`src/hw/flash_host_regs.vh`:
```
// constants for the parallel flash host controller
// Functional notes
// device floats data while output strobe high
// width select high gives sixteen data lines
// byte mode: eight lines, line fifteen is address
// protect pin low blocks outermost sector writes
// high voltage on protect pin skips unlocks
// buffer load: unlocks, load command, count minus one
// buffer data must stay in first page
// confirm command starts buffer programming
// oversize count, wrong sector, missing confirm abort
// abort status: abort flag, inverted poll, toggle
// abort needs abort reset sequence afterwards
// reprogramming never turns zero into one
// high voltage read reports sector protection
// high voltage read returns maker code
// high voltage read returns security lock code
// only complete sequences start program or erase
// strobes shorter than five nanoseconds ignored
// write needs select and write low, output high
// first command after power-up held strobes dropped
// erase suspend settles within twenty microseconds
// failure or autoselect needs reset to read mode
// single program: unlocks, program command, data
// address latched on write fall, data on rise
// busy held low through interrupting hardware reset
// busy low while embedded operation runs
`ifndef FLASH_HOST_REGS_VH
`define FLASH_HOST_REGS_VH

// ****
// user operation codes
// ****
`define OP_READ         4'h0
`define OP_WRITE        4'h1
`define OP_PROGRAM      4'h2
`define OP_BUF_START    4'h3
`define OP_BUF_DATA     4'h4
`define OP_BUF_CONFIRM  4'h5
`define OP_ABORT_RESET  4'h6
`define OP_SW_RESET     4'h7
`define OP_HW_RESET     4'h8
`define OP_SUSPEND      4'h9
`define OP_RESUME       4'hA
`define OP_AUTOSEL_READ 4'hB

// ****
// flash command cycles
// ****
`define UNLOCK1_ADDR    24'h000555
`define UNLOCK2_ADDR    24'h0002AA
`define UNLOCK1_DATA    16'h00AA
`define UNLOCK2_DATA    16'h0055
`define CMD_PROGRAM     16'h00A0
`define CMD_BUF_LOAD    16'h0025
`define CMD_BUF_CONFIRM 16'h0029
`define CMD_RESET       16'h00F0
`define CMD_SUSPEND     16'h00B0
`define CMD_RESUME      16'h0030

// ****
// field positions and sizes
// ****
`define SECTOR_LSB       16
`define PAGE_LSB         5
`define BUF_WORDS        16'h0020
`define BUF_BYTES        16'h0040
`define BIT_POLLING      7
`define BIT_TIME_LIMIT   5
`define BIT_BUFFER_ABORT 1

// ****
// timing
// ****
`define CLK_NS          5
`define T_GLITCH_NS     5
`define T_WP_NS         35
`define T_WPH_NS        20
`define T_ACC_NS        100
`define T_RP_NS         500
`define T_BUSY_NS       90
`define T_SUSPEND_US    20
`define T_OP_MAX_US     500
`define WP_CYC          ((`T_WP_NS + `CLK_NS - 1) / `CLK_NS)
`define GLITCH_CYC      ((`T_GLITCH_NS + `CLK_NS - 1) / `CLK_NS)
`define WPH_CYC         ((`T_WPH_NS + `CLK_NS - 1) / `CLK_NS)
`define ACC_CYC         ((`T_ACC_NS + `CLK_NS - 1) / `CLK_NS)
`define RP_CYC          ((`T_RP_NS + `CLK_NS - 1) / `CLK_NS)
`define BUSY_CYC        ((`T_BUSY_NS + `CLK_NS - 1) / `CLK_NS)
`define SUSPEND_CYC     ((`T_SUSPEND_US * 1000 + `CLK_NS - 1) / `CLK_NS)
`define OP_MAX_CYC      ((`T_OP_MAX_US * 1000) / `CLK_NS)

`endif

```
`src/hw/flash_bus_cycle.v`:
```
// one read or write cycle on the flash pins
`timescale 1ns/10ps
`include "flash_host_regs.vh"

module flash_bus_cycle #(
  parameter ADDR_W = 24
) (
  // clock and reset
  input  wire              clk,
  input  wire              rst,
  // request
  input  wire              start,
  input  wire              is_read,
  input  wire              byte_mode,
  input  wire [ADDR_W-1:0] addr_in,
  input  wire              lsb_in,
  input  wire [15:0]       wdata,
  output reg               done,
  output reg  [15:0]       rdata,
  // flash pins
  output reg               ce_n,
  output reg               oe_n,
  output reg               we_n,
  output reg  [ADDR_W-1:0] addr_out,
  output reg  [15:0]       dq_out,
  output reg  [15:0]       dq_oe_n,
  input  wire [15:0]       dq_in
);

  localparam [2:0] C_IDLE  = 3'h0;
  localparam [2:0] C_SETUP = 3'h1;
  localparam [2:0] C_PULSE = 3'h2;
  localparam [2:0] C_HOLD  = 3'h3;
  localparam [2:0] C_READ  = 3'h4;
  localparam [2:0] C_GAP   = 3'h5;

  // pulse is never at or below the glitch width
  localparam integer PULSE_N = (`WP_CYC > `GLITCH_CYC) ? `WP_CYC : (`GLITCH_CYC + 1);
  localparam integer HIGH_N  = `WPH_CYC;
  localparam integer READ_N  = `ACC_CYC;
  localparam [7:0] PULSE_CYC = PULSE_N[7:0];
  localparam [7:0] HIGH_CYC  = HIGH_N[7:0];
  localparam [7:0] READ_CYC  = READ_N[7:0];

  reg [2:0] state_reg;
  reg [7:0] cnt_reg;
  reg       read_reg;
  reg       bmode_reg;

  always @(posedge clk) begin
    if (rst) begin
      state_reg <= C_IDLE;
      cnt_reg   <= 8'h00;
      read_reg  <= 1'b0;
      bmode_reg <= 1'b0;
      done      <= 1'b0;
      rdata     <= 16'h0000;
      ce_n      <= 1'b1;
      oe_n      <= 1'b1;
      we_n      <= 1'b1;
      addr_out  <= {ADDR_W{1'b0}};
      dq_out    <= 16'h0000;
      dq_oe_n   <= 16'hFFFF;
    end else begin
      done <= 1'b0;
      case (state_reg)
        C_IDLE: begin
          if (start) begin
            read_reg  <= is_read;
            bmode_reg <= byte_mode;
            addr_out  <= addr_in;
            ce_n      <= 1'b0;
            oe_n      <= 1'b1;
            cnt_reg   <= 8'h00;
            // byte mode: line fifteen carries the lowest address bit
            if (byte_mode) begin
              dq_out  <= {lsb_in, 7'h00, wdata[7:0]};
              dq_oe_n <= is_read ? 16'h7FFF : 16'h7F00;
            end else begin
              dq_out  <= wdata;
              dq_oe_n <= is_read ? 16'hFFFF : 16'h0000;
            end
            state_reg <= is_read ? C_READ : C_SETUP;
            if (is_read) begin
              oe_n <= 1'b0;
            end
          end
        end
        C_SETUP: begin
          // address is stable before the falling write edge
          we_n      <= 1'b0;
          state_reg <= C_PULSE;
        end
        C_PULSE: begin
          // select and write low with output high, long past the glitch width
          if (cnt_reg == PULSE_CYC - 8'h01) begin
            we_n      <= 1'b1;
            cnt_reg   <= 8'h00;
            state_reg <= C_HOLD;
          end else begin
            cnt_reg <= cnt_reg + 8'h01;
          end
        end
        C_HOLD: begin
          // data held past the rising write edge
          ce_n      <= 1'b1;
          state_reg <= C_GAP;
        end
        C_READ: begin
          if (cnt_reg == READ_CYC - 8'h01) begin
            rdata     <= bmode_reg ? {8'h00, dq_in[7:0]} : dq_in;
            ce_n      <= 1'b1;
            oe_n      <= 1'b1;
            cnt_reg   <= 8'h00;
            state_reg <= C_GAP;
          end else begin
            cnt_reg <= cnt_reg + 8'h01;
          end
        end
        C_GAP: begin
          dq_oe_n <= 16'hFFFF;
          if (cnt_reg == HIGH_CYC - 8'h01) begin
            done      <= 1'b1;
            cnt_reg   <= 8'h00;
            state_reg <= C_IDLE;
          end else begin
            cnt_reg <= cnt_reg + 8'h01;
          end
        end
        default: begin
          state_reg <= C_IDLE;
        end
      endcase
    end
  end

endmodule // flash_bus_cycle

```
`src/hw/flash_host_ctrl.v`:
```
// host-side command sequencer for a parallel nor flash
`timescale 1ns/10ps
`include "flash_host_regs.vh"

module flash_host_ctrl #(
  parameter ADDR_W     = 24,
  parameter OP_MAX_CYC = `OP_MAX_CYC
) (
  // clock and reset
  input  wire              clk,
  input  wire              rst,
  // user command port
  input  wire              cmd_valid,
  input  wire [3:0]        cmd_op,
  input  wire [ADDR_W-1:0] cmd_addr,
  input  wire              cmd_lsb,
  input  wire [15:0]       cmd_data,
  output reg               cmd_ready,
  output reg               rsp_valid,
  output reg  [15:0]       rsp_data,
  output reg               rsp_error,
  output reg               need_reset,
  output reg               abort_pending,
  // user configuration levels
  input  wire              cfg_byte_mode,
  input  wire              cfg_protect,
  input  wire              cfg_accel,
  // flash pins
  output wire              ce_n,
  output wire              oe_n,
  output wire              we_n,
  output wire [ADDR_W-1:0] addr_out,
  output wire [15:0]       dq_out,
  output wire [15:0]       dq_oe_n,
  input  wire [15:0]       dq_in,
  output reg               reset_n,
  output reg               byte_n,
  output reg               protect_accel_low,
  output reg               protect_accel_hv,
  output reg               autoselect_hv,
  input  wire              ready_busy_n
);

  localparam [3:0] S_IDLE    = 4'h0;
  localparam [3:0] S_STEP    = 4'h1;
  localparam [3:0] S_WAIT    = 4'h2;
  localparam [3:0] S_BUSYDLY = 4'h3;
  localparam [3:0] S_BUSY    = 4'h4;
  localparam [3:0] S_STAT    = 4'h5;
  localparam [3:0] S_STATW   = 4'h6;
  localparam [3:0] S_HWRST   = 4'h7;
  localparam [3:0] S_HWWAIT  = 4'h8;
  localparam [3:0] S_SUSP    = 4'h9;
  localparam [3:0] S_DONE    = 4'hA;

  localparam [31:0] RP_CYC   = `RP_CYC;
  localparam [31:0] BUSY_CYC = `BUSY_CYC;
  localparam [31:0] SUSP_CYC = `SUSPEND_CYC;
  localparam [31:0] MAX_CYC  = OP_MAX_CYC;
  localparam [15:0] MAX_WORD = `BUF_WORDS - 16'h0001;
  localparam [15:0] MAX_BYTE = `BUF_BYTES - 16'h0001;

  // ****
  // state
  // ****
  reg [3:0]        state_reg;
  reg [3:0]        op_reg;
  reg [1:0]        step_reg;
  reg [ADDR_W-1:0] addr_reg;
  reg              lsb_reg;
  reg [15:0]       data_reg;
  reg [31:0]       cnt_reg;
  reg              err_reg;
  reg              buf_open_reg;
  reg [15:0]       buf_left_reg;
  reg [ADDR_W-1:0] buf_addr_reg;
  reg              buf_first_reg;
  reg [15:0]       last_data_reg;
  reg              cyc_start_reg;

  wire        cyc_done;
  wire [15:0] cyc_rdata;

  // ****
  // sequence table
  // ****
  reg [ADDR_W-1:0] seq_addr;
  reg [15:0]       seq_data;
  reg              seq_read;
  reg              seq_last;

  always @* begin
    seq_addr = addr_reg;
    seq_data = data_reg;
    seq_read = 1'b0;
    seq_last = (step_reg == 2'h3);
    case (step_reg)
      2'h0: begin
        seq_addr = `UNLOCK1_ADDR;
        seq_data = `UNLOCK1_DATA;
      end
      2'h1: begin
        seq_addr = `UNLOCK2_ADDR;
        seq_data = `UNLOCK2_DATA;
      end
      2'h2: begin
        if (op_reg == `OP_BUF_START) begin
          seq_data = `CMD_BUF_LOAD;
        end else if (op_reg == `OP_ABORT_RESET) begin
          seq_addr = `UNLOCK1_ADDR;
          seq_data = `CMD_RESET;
          seq_last = 1'b1;
        end else begin
          seq_addr = `UNLOCK1_ADDR;
          seq_data = `CMD_PROGRAM;
        end
      end
      default: begin
        if (op_reg == `OP_BUF_CONFIRM) begin
          seq_data = `CMD_BUF_CONFIRM;
        end else if (op_reg == `OP_SW_RESET) begin
          seq_data = `CMD_RESET;
        end else if (op_reg == `OP_SUSPEND) begin
          seq_data = `CMD_SUSPEND;
        end else if (op_reg == `OP_RESUME) begin
          seq_data = `CMD_RESUME;
        end else if (op_reg == `OP_READ || op_reg == `OP_AUTOSEL_READ) begin
          seq_read = 1'b1;
        end
      end
    endcase
  end

  // ****
  // acceptance checks
  // ****
  reg       refuse;
  reg [1:0] first_step;
  wire      same_sector = cmd_addr[ADDR_W-1:`SECTOR_LSB] == buf_addr_reg[ADDR_W-1:`SECTOR_LSB];
  wire      same_page   = cmd_addr[ADDR_W-1:`PAGE_LSB] == buf_addr_reg[ADDR_W-1:`PAGE_LSB];

  always @* begin
    refuse     = 1'b0;
    first_step = 2'h3;
    if (cmd_op == `OP_PROGRAM) begin
      first_step = cfg_accel ? 2'h2 : 2'h0;
    end else if (cmd_op == `OP_BUF_START || cmd_op == `OP_ABORT_RESET) begin
      first_step = 2'h0;
    end
    // a failed or aborted device is only ever sent its reset
    if (need_reset && cmd_op != `OP_SW_RESET && cmd_op != `OP_HW_RESET) begin
      refuse = 1'b1;
    end else if (abort_pending && cmd_op != `OP_ABORT_RESET && cmd_op != `OP_HW_RESET) begin
      refuse = 1'b1;
    end else if (cmd_op == `OP_BUF_START) begin
      refuse = cmd_data > (cfg_byte_mode ? MAX_BYTE : MAX_WORD);
    end else if (cmd_op == `OP_BUF_DATA) begin
      refuse = !buf_open_reg || buf_left_reg == 16'h0000 || !same_sector ||
               (!buf_first_reg && !same_page);
    end else if (cmd_op == `OP_BUF_CONFIRM) begin
      refuse = !buf_open_reg || buf_left_reg != 16'h0000 || !same_sector;
    end else if (cmd_op > `OP_AUTOSEL_READ) begin
      refuse = 1'b1;
    end
  end

  // ****
  // sequencer
  // ****
  always @(posedge clk) begin
    if (rst) begin
      state_reg         <= S_IDLE;
      op_reg            <= `OP_READ;
      step_reg          <= 2'h0;
      addr_reg          <= {ADDR_W{1'b0}};
      lsb_reg           <= 1'b0;
      data_reg          <= 16'h0000;
      cnt_reg           <= 32'h00000000;
      err_reg           <= 1'b0;
      buf_open_reg      <= 1'b0;
      buf_left_reg      <= 16'h0000;
      buf_addr_reg      <= {ADDR_W{1'b0}};
      buf_first_reg     <= 1'b0;
      last_data_reg     <= 16'h0000;
      cyc_start_reg     <= 1'b0;
      cmd_ready         <= 1'b0;
      rsp_valid         <= 1'b0;
      rsp_data          <= 16'h0000;
      rsp_error         <= 1'b0;
      need_reset        <= 1'b0;
      abort_pending     <= 1'b0;
      reset_n           <= 1'b1;
      byte_n            <= 1'b1;
      protect_accel_low <= 1'b0;
      protect_accel_hv  <= 1'b0;
      autoselect_hv     <= 1'b0;
    end else begin
      cyc_start_reg     <= 1'b0;
      rsp_valid         <= 1'b0;
      byte_n            <= !cfg_byte_mode;
      protect_accel_low <= cfg_protect && !cfg_accel;
      protect_accel_hv  <= cfg_accel;
      case (state_reg)
        S_IDLE: begin
          cmd_ready <= 1'b1;
          if (cmd_valid && cmd_ready) begin
            cmd_ready <= 1'b0;
            op_reg    <= cmd_op;
            addr_reg  <= cmd_addr;
            lsb_reg   <= cmd_lsb;
            data_reg  <= cmd_data;
            step_reg  <= first_step;
            err_reg   <= 1'b0;
            cnt_reg   <= 32'h00000000;
            if (refuse) begin
              err_reg   <= 1'b1;
              state_reg <= S_DONE;
            end else if (cmd_op == `OP_HW_RESET) begin
              reset_n   <= 1'b0;
              state_reg <= S_HWRST;
            end else begin
              autoselect_hv <= (cmd_op == `OP_AUTOSEL_READ);
              state_reg     <= S_STEP;
            end
            if (!refuse && cmd_op == `OP_BUF_START) begin
              buf_open_reg  <= 1'b1;
              buf_addr_reg  <= cmd_addr;
              buf_left_reg  <= cmd_data + 16'h0001;
              buf_first_reg <= 1'b1;
            end
            if (!refuse && cmd_op == `OP_BUF_DATA) begin
              buf_left_reg  <= buf_left_reg - 16'h0001;
              buf_first_reg <= 1'b0;
              if (buf_first_reg) begin
                buf_addr_reg <= cmd_addr;
              end
            end
            if (!refuse && (cmd_op == `OP_BUF_DATA || cmd_op == `OP_PROGRAM)) begin
              last_data_reg <= cmd_data;
            end
            if (!refuse && cmd_op == `OP_BUF_CONFIRM) begin
              buf_open_reg <= 1'b0;
            end
            if (!refuse && cmd_op == `OP_SW_RESET) begin
              need_reset <= 1'b0;
            end
            if (!refuse && cmd_op == `OP_ABORT_RESET) begin
              abort_pending <= 1'b0;
              buf_open_reg  <= 1'b0;
            end
          end
        end
        S_STEP: begin
          cyc_start_reg <= 1'b1;
          state_reg     <= S_WAIT;
        end
        S_WAIT: begin
          if (cyc_done) begin
            if (!seq_last) begin
              step_reg  <= step_reg + 2'h1;
              state_reg <= S_STEP;
            end else if (op_reg == `OP_PROGRAM || op_reg == `OP_BUF_CONFIRM) begin
              state_reg <= S_BUSYDLY;
            end else if (op_reg == `OP_SUSPEND) begin
              state_reg <= S_SUSP;
            end else begin
              autoselect_hv <= 1'b0;
              rsp_data      <= cyc_rdata;
              state_reg     <= S_DONE;
            end
          end
        end
        S_BUSYDLY: begin
          if (cnt_reg == BUSY_CYC) begin
            cnt_reg   <= 32'h0;
            state_reg <= S_BUSY;
          end else begin
            cnt_reg <= cnt_reg + 32'h1;
          end
        end
        S_BUSY: begin
          // busy pin released means back in read mode
          if (ready_busy_n) begin
            state_reg <= S_DONE;
          end else if (cnt_reg == MAX_CYC) begin
            state_reg <= S_STAT;
          end else begin
            cnt_reg <= cnt_reg + 32'h1;
          end
        end
        S_STAT: begin
          op_reg        <= `OP_READ;
          step_reg      <= 2'h3;
          cyc_start_reg <= 1'b1;
          state_reg     <= S_STATW;
        end
        S_STATW: begin
          if (cyc_done) begin
            rsp_data <= cyc_rdata;
            err_reg  <= 1'b1;
            if (cyc_rdata[`BIT_BUFFER_ABORT] &&
                cyc_rdata[`BIT_POLLING] != last_data_reg[`BIT_POLLING]) begin
              abort_pending <= 1'b1;
            end else begin
              need_reset <= 1'b1;
            end
            state_reg <= S_DONE;
          end
        end
        S_SUSP: begin
          if (cnt_reg == SUSP_CYC) begin
            state_reg <= S_DONE;
          end else begin
            cnt_reg <= cnt_reg + 32'h1;
          end
        end
        S_HWRST: begin
          if (cnt_reg == RP_CYC) begin
            reset_n   <= 1'b1;
            cnt_reg   <= 32'h0;
            state_reg <= S_HWWAIT;
          end else begin
            cnt_reg <= cnt_reg + 32'h1;
          end
        end
        S_HWWAIT: begin
          // an interrupted operation keeps busy low until read mode
          if (cnt_reg > BUSY_CYC && ready_busy_n) begin
            need_reset    <= 1'b0;
            abort_pending <= 1'b0;
            buf_open_reg  <= 1'b0;
            state_reg     <= S_DONE;
          end else if (cnt_reg == MAX_CYC) begin
            err_reg   <= 1'b1;
            state_reg <= S_DONE;
          end else begin
            cnt_reg <= cnt_reg + 32'h00000001;
          end
        end
        S_DONE: begin
          rsp_valid <= 1'b1;
          rsp_error <= err_reg;
          state_reg <= S_IDLE;
        end
        default: begin
          state_reg <= S_IDLE;
        end
      endcase
    end
  end

  // ****
  // pin cycle engine
  // ****
  flash_bus_cycle #(
    .ADDR_W (ADDR_W)
  ) u_cycle (
    .clk       (clk),
    .rst       (rst),
    .start     (cyc_start_reg),
    .is_read   (seq_read),
    .byte_mode (!byte_n),
    .addr_in   (seq_addr),
    .lsb_in    (seq_last ? lsb_reg : 1'b0),
    .wdata     (seq_data),
    .done      (cyc_done),
    .rdata     (cyc_rdata),
    .ce_n      (ce_n),
    .oe_n      (oe_n),
    .we_n      (we_n),
    .addr_out  (addr_out),
    .dq_out    (dq_out),
    .dq_oe_n   (dq_oe_n),
    .dq_in     (dq_in)
  );

endmodule // flash_host_ctrl

```
`config.mk`:
```
export PLATFORM = sky130hd
export DESIGN_NAME = flash_host_ctrl
export DESIGN_NICKNAME = d
export VERILOG_FILES = /design/src/hw/flash_bus_cycle.v /design/src/hw/flash_host_ctrl.v
export VERILOG_INCLUDE_DIRS = /design/src /design/src/hw
export SDC_FILE = /design/constraint.sdc
export NUM_CORES = 1
export LEC_CHECK = 0
export BUFFER_PORTS_ARGS = -buffer_cell sky130_fd_sc_hd__buf_2
export CORE_AREA = 2 2 113 225
export CTS_CLUSTER_DIAMETER = 80
export DETAILED_ROUTE_END_ITERATION = 6
export DIE_AREA = 0 0 115 227
export PLACE_DENSITY_LB_ADDON = 0.2
export SLEW_MARGIN = 20
export SYNTH_ARGS = -nofsm -noshare
export SYNTH_HDL_FRONTEND = slang
export SYNTH_SLANG_ARGS = --single-unit
export TNS_END_PERCENT = 50
```
`constraint.sdc`:
```
create_clock -name clk -period 3.6 [get_ports clk]
set_input_delay 0.54 -clock clk [delete_from_list [all_inputs] [get_ports clk]]
set_output_delay 0.54 -clock clk [all_outputs]
set_load 0.03 [all_outputs]
```
**Yosys cells after proc, flatten, opt, wreduce, memory -nomap -nowiden**

Index checks and enable logic that the tools add are counted.
Widths: inputs -> output; s select.

- Flip-flop bits (word level): 249
- Latch bits: 0
- Bits in writable memories: 0
- ROM bits: 0
- Output and inout bits: 85
- Word-level logic and storage cells: 334
- Memories kept: 0

- Add/sub/neg operators: 5
- Multipliers: 0
- Divide/modulo/power cells: 0
- $lt $le $gt $ge: 3
- Equal/unequal tests: 76
- Shift-type cells: 0
- Muxes and demuxes: 136
- Bitwise gates (word level): 1
- Reductions and logical operators: 77

Operator list:

| cell | count |
|---|---|
| $mux 16 | 16 |
| $mux 32 | 7 |
| $pmux 32 s6 | 1 |
| $mux 24 | 4 |
| $pmux 24 s3 | 1 |
| $pmux 16 s2 | 2 |
| $mux 4 | 14 |
| $mux 1 | 55 |
| $mux 8 | 6 |
| $pmux 16 s3 | 1 |
| $eq 4x3->1 const B | 11 |
| $ne 2x2->1 const B | 21 |
| $pmux 4 s10 | 1 |
| $add 32x1->32 const B | 1 |
| $eq 32x12->1 const B | 1 |
| $eq 32x17->1 const B | 1 |
| $eq 32x5->1 const B | 1 |
| $eq 32x7->1 const B | 1 |
| $eq 4x4->1 const B | 8 |
| $gt 32x5->1 const B | 1 |
| $pmux 8 s4 | 1 |
| $eq 4x2->1 const B | 6 |
| $eq 19x19->1 | 1 |
| $mux 3 | 6 |
| other kinds (50) | 130 |

**Depth between registers and ports, before layout**

Gate-level depths: netlist of run 1.

- Depth in word-level cells: 15
- Gate-level depth with buffers: 12
- Mapped depth without buffers: 9

**Cells and area by module**

A second synthesis of run 1 with hierarchy kept.

- Cells, all modules: 1431
- Area, all modules: 11313.4 um2

Modules (own cells, without submodules):

| module | instances | cells each | area an instance (um2) |
|---|---|---|---|
| flash_host_ctrl | 1 | 1057 | 8206.6 |
| flash_bus_cycle | 1 | 374 | 3106.7 |

**Worst setup path before layout of run 1**

Ideal clock, no wire load.

- Path kind: input port to flip-flop
- Start point: in cmd_data[7]
- End point: reg buf_addr_reg[13]
- Setup time: 128 ps
- Arrival: 2631 ps
- Data required time: 3472 ps
- Path slack: 842 ps
- Stages on the path: 9
- Path buffers: 2
- Cell sequence: or4_1 > nor4_2 > o2111ai_1 > or2_2 > o41ai_1 > buf_4 > buf_6 > mux2i_1 > nor2_1

- Word-level cells in the longest chain between the ends: 9
- Elaborated cells on any way between the ends: 10
- Classes of those cells: order compare: 1; mux: 6; reduce/logical: 3

Ends and longest elaborated chain:

| element | line | RTL |
|---|---|---|
| start, declared | flash_host_ctrl.v:17 | `input wire [15:0] cmd_data,` |
| $gt 16x6->1 (*) | flash_host_ctrl.v:156 | `refuse = cmd_data > (cfg_byte_mode ? MAX_BYTE : MAX_WORD);` |
| $mux 1 (*) | flash_host_ctrl.v:155 | `` end else if (cmd_op == `OP_BUF_START) begin `` |
| $mux 1 (*) | flash_host_ctrl.v:153 | `` end else if (abort_pending && cmd_op != `OP_ABORT_RESET && cmd_op != `OP_HW_RESET) begin `` |
| $mux 1 (*) | flash_host_ctrl.v:151 | `` if (need_reset && cmd_op != `OP_SW_RESET && cmd_op != `OP_HW_RESET) begin `` |
| $logic_not 1->1 (*) | flash_host_ctrl.v:225, flash_host_ctrl.v:231 |  |
| $logic_and 1x1->1 (no source line) | -- |  |
| $mux 24 | flash_host_ctrl.v:225 | `` if (!refuse && cmd_op == `OP_BUF_START) begin `` |
| $mux 24 | flash_host_ctrl.v:234 | `if (buf_first_reg) begin` |
| $mux 24 (*) | flash_host_ctrl.v:231 | `` if (!refuse && cmd_op == `OP_BUF_DATA) begin `` |
| end signal, assigned | flash_host_ctrl.v:182 | `buf_addr_reg <= {ADDR_W{1'b0}};` |
| end signal, assigned | flash_host_ctrl.v:227 | `buf_addr_reg <= cmd_addr;` |
| end signal, assigned | flash_host_ctrl.v:235 | `buf_addr_reg <= cmd_addr;` |
| end, declared | flash_host_ctrl.v:76 | `reg [ADDR_W-1:0] buf_addr_reg;` |

Mark *: on every way between the ends. The rest lies on a longest branch, timed or not.
A chain may end at the register's enable or synchronous reset.

**Worst setup path in the final report of run 1**

- Start point: reg state_reg[2]
- End point: reg buf_left_reg[13]

- Word-level cells in the longest chain between the ends: 2

Ends and longest elaborated chain:

| element | line | RTL |
|---|---|---|
| start, declared | flash_host_ctrl.v:66 | `reg [3:0] state_reg;` |
| start signal, assigned | flash_host_ctrl.v:172 | `state_reg <= S_IDLE;` |
| start signal, assigned | flash_host_ctrl.v:217 | `state_reg <= S_DONE;` |
| start signal, assigned | flash_host_ctrl.v:220 | `state_reg <= S_HWRST;` |
| $logic_not 4->1 | flash_host_ctrl.v:203 | `case (state_reg)` |
| $reduce_and 3->1 (no source line) | -- |  |
| end signal, assigned | flash_host_ctrl.v:228 | `buf_left_reg <= cmd_data + 16'h0001;` |
| end signal, assigned | flash_host_ctrl.v:232 | `buf_left_reg <= buf_left_reg - 16'h0001;` |
| end, declared | flash_host_ctrl.v:75 | `reg [15:0] buf_left_reg;` |

No other way between the ends.

==> flow_summary.ini, run 1 <==
[clocking]
post_cts_resized = 0
cts_tree = yes
clk_path_buf_depth = 3
post-cts-setup-buffers = 0
clockRootBuffer = clkbuf_16
cts_buffers = 22
h-tree-depth = 1
clk_latency_ns = 0.52
hold_buffers = 0
clock_sinks = 224
clk_pin_slew_worst_paths_ns = 0.07

[place]
placed_cells = 1715
place_hpwl_mm = 22.7
place_congestion = 0.906
io_buffers = 152
place_area_mm2 = 0.0118

[synth]
synth.largest_area_cell = dfxtp_1
synth_area_leaders = dfxtp_1 (41%), a21oi_1 (6.1%), nand2_1 (5.9%)
syn_area_per_cell_um2 = 8.10
synthDistinctLibCells = 78
synthArstFlopShare_pct = 0
ys_ff_latch = 224
yosysWarnings = 0
synth.most_common_cell = dfxtp_1
netlist_instances = 1338
synth-edff-count = 0
synthTopCellsByCount = dfxtp_1 (224), nand2_1 (170), nor2_1 (149)
syn-num-nets = 1420
seq_area_frac_synth_pct = 41.4
netlist_area_mm2 = 0.0108
synth_flop_cell = dfxtp_1
yosysTopAreaCellShare_pct = 41.4

[critical_path]
cp.required_ns = 4.07
arrival_ns = 3.35
cp_max_fo = 41
start_kind = register
worstSetupEndpointType = register
path_class = reg -> reg

[routing]
dr_total_vias = 10000
wl_per_cell_um = 17.8
drc_errors = 0
drtAntennaViolNets = 0
drtIter0Drc = 483
wl_mm = 31.2
vias_per_cell = 5.72
first_pass_iters = 5

[layout]
fin_nets = 1531
final_util_pct = 51.6
stdcell_area_mm2 = 0.0126
stdcell_count = 1755
largest_reg_flops = 32
final_layout_size_suffix_gt1_share_pct = 16.9
area_growth_pct = 15.9
antenna_cells = 0

[sta]
rsz0062_at_grt = false
maxSlewViolCount = 0
tightest_slew_ns = 0.924
layout_min_cycle_time_ns = 2.88
skew_ns = 0.00810
fmax_mhz = 347
finalSetupViolations = 0
fin_tns_setup_ns = 0
final_hold_viol_count = 0
maxSlewHeadroom_pct = 38.4
fin_crit_sh_pct = 80.0

[floorplan]
start_util_pct = 44.6
io_pins = 153
rows = 81
coreArea_mm2 = 0.0243
die_y_um = 227
die-width_um = 115
die_area_mm2 = 0.0261

[power]
leakagePower_nw = 5.03
power_density_mw_per_mm2 = 598
irDropWorstVdd_v = 0.000415

[global_routing]
grt_pass1_wl_mm = 49.5
overflow = 0
grt_use_total_pct = 23.7
grt_pass1_vias = 9694
grt_max_degree = 87
antenna_found_initial = 0

[flow_run]
drv_cap = 0

[status]
status = finished clean

[hold_path]
hp-class = in -> reg
final cells by class:
cell class | instances | area (µm²)
clock buffer | 28 | 634
clock inverter | 12 | 151
fill | 2387 | 11800
inverter | 28 | 105
multi-input combinational | 991 | 5810
sequential | 224 | 4480
tap | 290 | 363
timing repair buffer | 182 | 1010
per-stage QoR:
| step | hold WS, ns | setup WS [ns] | power [mW] |
|---|---|---|---|
| after floorplan | 0.432 | 0.842 | 4.39 |
| after global placement | 0.438 | 0.430 | 5.03 |
| after detailed placement | 0.444 | 0.405 | 5.04 |
| after CTS | 0.235 | 0.720 | 7.56 |
| after global routing | 0.242 | 0.531 | 7.89 |
| final | 0.253 | 0.721 | 7.51 |
worst max-delay path: stages (launching register included):
cell,delay [ns]
dfxtp_1,0.71
or2_2,0.28
nor3_2,0.08
nand2_2,0.31
buf_4,0.48
nor3_1,0.10
buf_4,0.20
nor3_1,0.43
a22o_1,0.22
placed cells by master (no fill, tap or decap), types with 7 or more instances in the layout:
cell       count
nand3_1       53
o211ai_1       9
nor2_1       148
nand2b_1      13
nor3b_1       12
buf_2        151
a211oi_1      11
or4_1         16
and2_1         8
o21ai_0       58
nor2b_1       13
xnor2_1       26
xor2_1        21
inv_1         28
or3_1         15
or2_2          7
nand3b_1       7
nor4_1        19
ha_1          14
nor3_1        33
a21oi_1      133
o31ai_1       11
a31oi_1       12
a22oi_1        8
and3_1        14
nand2_1      169
buf_4         29
nand4_1       26
clkbuf_16     23
dfxtp_1      224
mux2i_1       48
kinds of logic after synthesis:
| family | count (synthesis) | share of synthesized area [%] |
|---|---|---|
| buffers and inverters | 123 | 5.19 |
| flip-flops | 224 | 41.4 |
| AND/OR/NAND/NOR | 582 | 26.5 |
| AO/OA/AOI/OAI | 300 | 17.1 |
| multiplexers | 48 | 4.43 |
| XOR/XNOR | 47 | 3.80 |
| adder cells (fa/ha/maj) | 14 | 1.62 |
report_power, final:
part | leakage (nW) | total (mW) | switching [mW] | internal, mW
Clock | 0.372 | 2.50 | 1.03 | 1.47
Combinational | 2.85 | 2.12 | 1.43 | 0.693
Sequential | 1.81 | 2.89 | 0.203 | 2.68
metal layers:
metal	track usage (%)	wire, µm	up-vias
met5	0	0	-
met4	11.0	1460	0
met3	3.91	1470	84
met2	44.5	16600	257
met1	25.2	11700	4749
li1	-	-	4942
worst paths after layout:
check | from | end | slack [ns] | depth (start not counted)
setup / recovery | state_reg[2] | buf_left_reg[13] | 0.72 | 8
hold / removal | cmd_addr[1] | addr_reg[1] | 0.25 | 3
setup reg to reg | state_reg[2] | buf_left_reg[13] | 0.72 | 8
hold reg to reg | u_cycle.addr_out[19] | u_cycle.addr_out[19] | 0.45 | 2
Note: power is estimated with default switching activity, not from simulation.
==> inputs of run 2 (changes only) <==
--- a/config.mk
+++ b/config.mk
@@ -6,11 +6,12 @@
 export SDC_FILE = /design/constraint.sdc
 export NUM_CORES = 1
 export LEC_CHECK = 0
+export ABC_AREA = 1
 export BUFFER_PORTS_ARGS = -buffer_cell sky130_fd_sc_hd__buf_2
-export CORE_AREA = 2 2 113 225
+export CORE_AREA = 2 2 118 234
 export CTS_CLUSTER_DIAMETER = 80
 export DETAILED_ROUTE_END_ITERATION = 6
-export DIE_AREA = 0 0 115 227
+export DIE_AREA = 0 0 120 236
 export PLACE_DENSITY_LB_ADDON = 0.2
 export SLEW_MARGIN = 20
 export SYNTH_ARGS = -nofsm -noshare
==> constraint.sdc (replaced) <==
create_clock -name clk -period 2.7 [get_ports clk]
set_input_delay 0.405 -clock clk [delete_from_list [all_inputs] [get_ports clk]]
set_output_delay 0.405 -clock clk [all_outputs]
set_load 0.03 [all_outputs]
==> run 2 against run 1 <==
Register-to-register slack worse by 0.34 ns. Clock skew rose by 0.0078 ns. Synthesized cell count rose by 33%. Via count grew 15%. Worst setup slack lost 0.34 ns. Core utilization down 1.0 points. Sequential power is 36% higher. Die area rose by 8.5%. Final cell count rose by 29%. Critical path type unchanged.
==> flow_summary.ini, run 2 <==
[synth]
synth.largest_area_cell = dfxtp_1
synth-edff-count = 0
yosysTopAreaCellShare_pct = 38.3
synth_top_family_by_area = simple AND/OR/NAND/NOR gates
synth_flop_cell = dfxtp_1
synthArstFlopShare_pct = 0
synth-xor-area-share_pct = 3.59
syn-num-nets = 1861
synth.area.mux_share_pct = 0
synthDistinctLibCells = 44
netlist_area_mm2 = 0.0117
synth-compound-area-share_pct = 16.2
ys_ff_latch = 224
syn_area_per_cell_um2 = 6.58
netlist_instances = 1779
yosysWarnings = 0
synth-simple-area-share_pct = 31.1
synth.most_common_cell = nand2_1
synth_area_leaders = dfxtp_1 (38%), nand2_1 (12%), nor2_1 (9.5%)
seq_area_frac_synth_pct = 38.3
synthAdderAreaFrac_pct = 1.50
synthTopCellsByCount = nand2_1 (373), nor2_1 (295), dfxtp_1 (224)

[hold_path]
hp-class = in -> reg
min_path_cells = 3

[layout]
final_layout_size_suffix_gt1_share_pct = 13.2
mostFrequentLayoutCells = nand2_1 (373), nor2_1 (294), dfxtp_1 (224), inv_1 (162), buf_2 (152)
fin_nets = 1983
largest_reg_flops = 32
layout_commonest_cell = nand2_1
area_growth_pct = 15.4
final_util_pct = 50.6
stdcell_area_mm2 = 0.0135

[critical_path]
setup.worst_path.end = buf_left_reg[11]
rrSetupSlack_ns = 0.38
cp.required_ns = 3.11
r2r_cells = 14
cp_max_fo = 13
r2r-end = buf_left_reg[11]
crit_start = buf_left_reg[0]
arrival_ns = 2.73
rr_startpoint = buf_left_reg[0]
path_class = reg -> reg
worstSetupEndpointType = register
start_kind = register

[clocking]
cts_buffers = 23
clk_latency_ns = 0.53
h-tree-depth = 1
clk_path_buf_depth = 3
cts_tree = yes
post-cts-setup-buffers = 0
clk_pin_slew_worst_paths_ns = 0.06
hold_buffers = 0
clockRootBuffer = clkbuf_16
clock_sinks = 224
post_cts_resized = 0

[global_routing]
antenna_found_initial = 5
grt_pass1_wl_mm = 54.7
grt_max_degree = 70
overflow = 0
grt_pass1_vias = 11000
grt_use_total_pct = 23.2

[floorplan]
start_util_pct = 43.9
coreArea_mm2 = 0.0267
die_y_um = 236
die_area_mm2 = 0.0283
rows = 85
io_pins = 153
die-width_um = 120

[routing]
drtAntennaViolNets = 0
wl_mm = 33.0
wl_per_cell_um = 14.6
drtIter0Drc = 690
dr_total_vias = 11600
drc_errors = 0
vias_per_cell = 5.11
first_pass_iters = 5

[place]
place_congestion = 0.896
place_hpwl_mm = 23.8
place_area_mm2 = 0.0128
io_buffers = 152

[sta]
fmax_mhz = 431
rsz0062_at_grt = false
whs_ns = 0.0946
fin_crit_sh_pct = 86.0
finalSetupViolations = 0
maxSlewViolCount = 0
maxSlewHeadroom_pct = 44.5
layout_min_cycle_time_ns = 2.32
fin_tns_setup_ns = 0
skew_ns = 0.0159
tightest_slew_ns = 0.831
final_hold_viol_count = 0

[power]
leakagePower_nw = 5.95
irDropWorstVdd_v = 0.000504
power_density_mw_per_mm2 = 736

[flow_run]
drv_cap = 0

[status]
status = finished clean
-- run 2: changes by cell type in the layout (fill, tap and decap cells not counted), moves of 15 or more --
cell	delta
nand3_1	+73
nand2_1	+204
inv_1	+134
nor2_1	+146
o21ai_0	+92
or3_1	-15
or4_1	-16
mux2i_1	-48
-- run 2: worst min path at each step --
stage | from | to | slack (ns)
floorplan | data_reg[0] | data_reg[0] | 0.42
global placement | reset_n | reset_n | 0.44
detailed placement | data_reg[7] | data_reg[7] | 0.44
CTS | cmd_addr[0] | addr_reg[0] | 0.08
global route | cfg_byte_mode | byte_n | 0.09
finish | cmd_addr[0] | addr_reg[0] | 0.09
-- run 2: through the flow --
step	setup WS (ns)	cells	total power, mW
final	0.378	2268	9.95
after global routing	0.0826	2268	10.6
after CTS	0.376	2263	10.0
after detailed placement	0.124	2224	6.78
after global placement	0.174	2224	6.78
after floorplan	0.551	1779	5.97
-- run 2: critical path: stages (launching register included) --
cell and delay [ns]:
dfxtp_1 0.35, inv_1 0.09, ha_1 0.21, nand3_1 0.08
nor2_1 0.05, nand2_1 0.12, nand2_1 0.09, a21oi_2 0.25
nor2_8 0.08, nand3_4 0.14, nand2_1 0.13, nand2_1 0.39
nand2_1 0.09, nand2_1 0.08, a21oi_1 0.04
-- run 2: kinds of logic after synthesis --
logic type      Yosys count
buf+inv                 267
xor+xnor                 48
compound gates          352
flops                   224
fa+ha+maj                14
simple gates            874
-- run 2: layout make-up --
cell class | instances | area [µm²]
clock inverters | 6 | 88.8
inverters | 181 | 682
well taps | 348 | 435
flip-flops and latches | 224 | 4480
fillers | 2781 | 13200
diodes | 5 | 12.5
repair buffers | 183 | 1010
multi-input cells | 1288 | 6140
clock buffers | 33 | 663
-- run 2: per-layer routing --
layer  vias to the layer above  wire length (µm)  global-route usage (%)
met5                         -                 0                       0
met4                         0               707                    7.34
met3                        42              1630                    3.14
met2                       288             15200                    37.8
met1                      5222             15500                    31.7
li1                       6030                 -                       -
-- run 2: power by group --
group          switching, mW  internal, mW  total [mW]
logic                   1.99         0.813        2.81
clock network           1.33          1.89        3.23
registers              0.238          3.68        3.92
total                   3.57          6.39        9.95
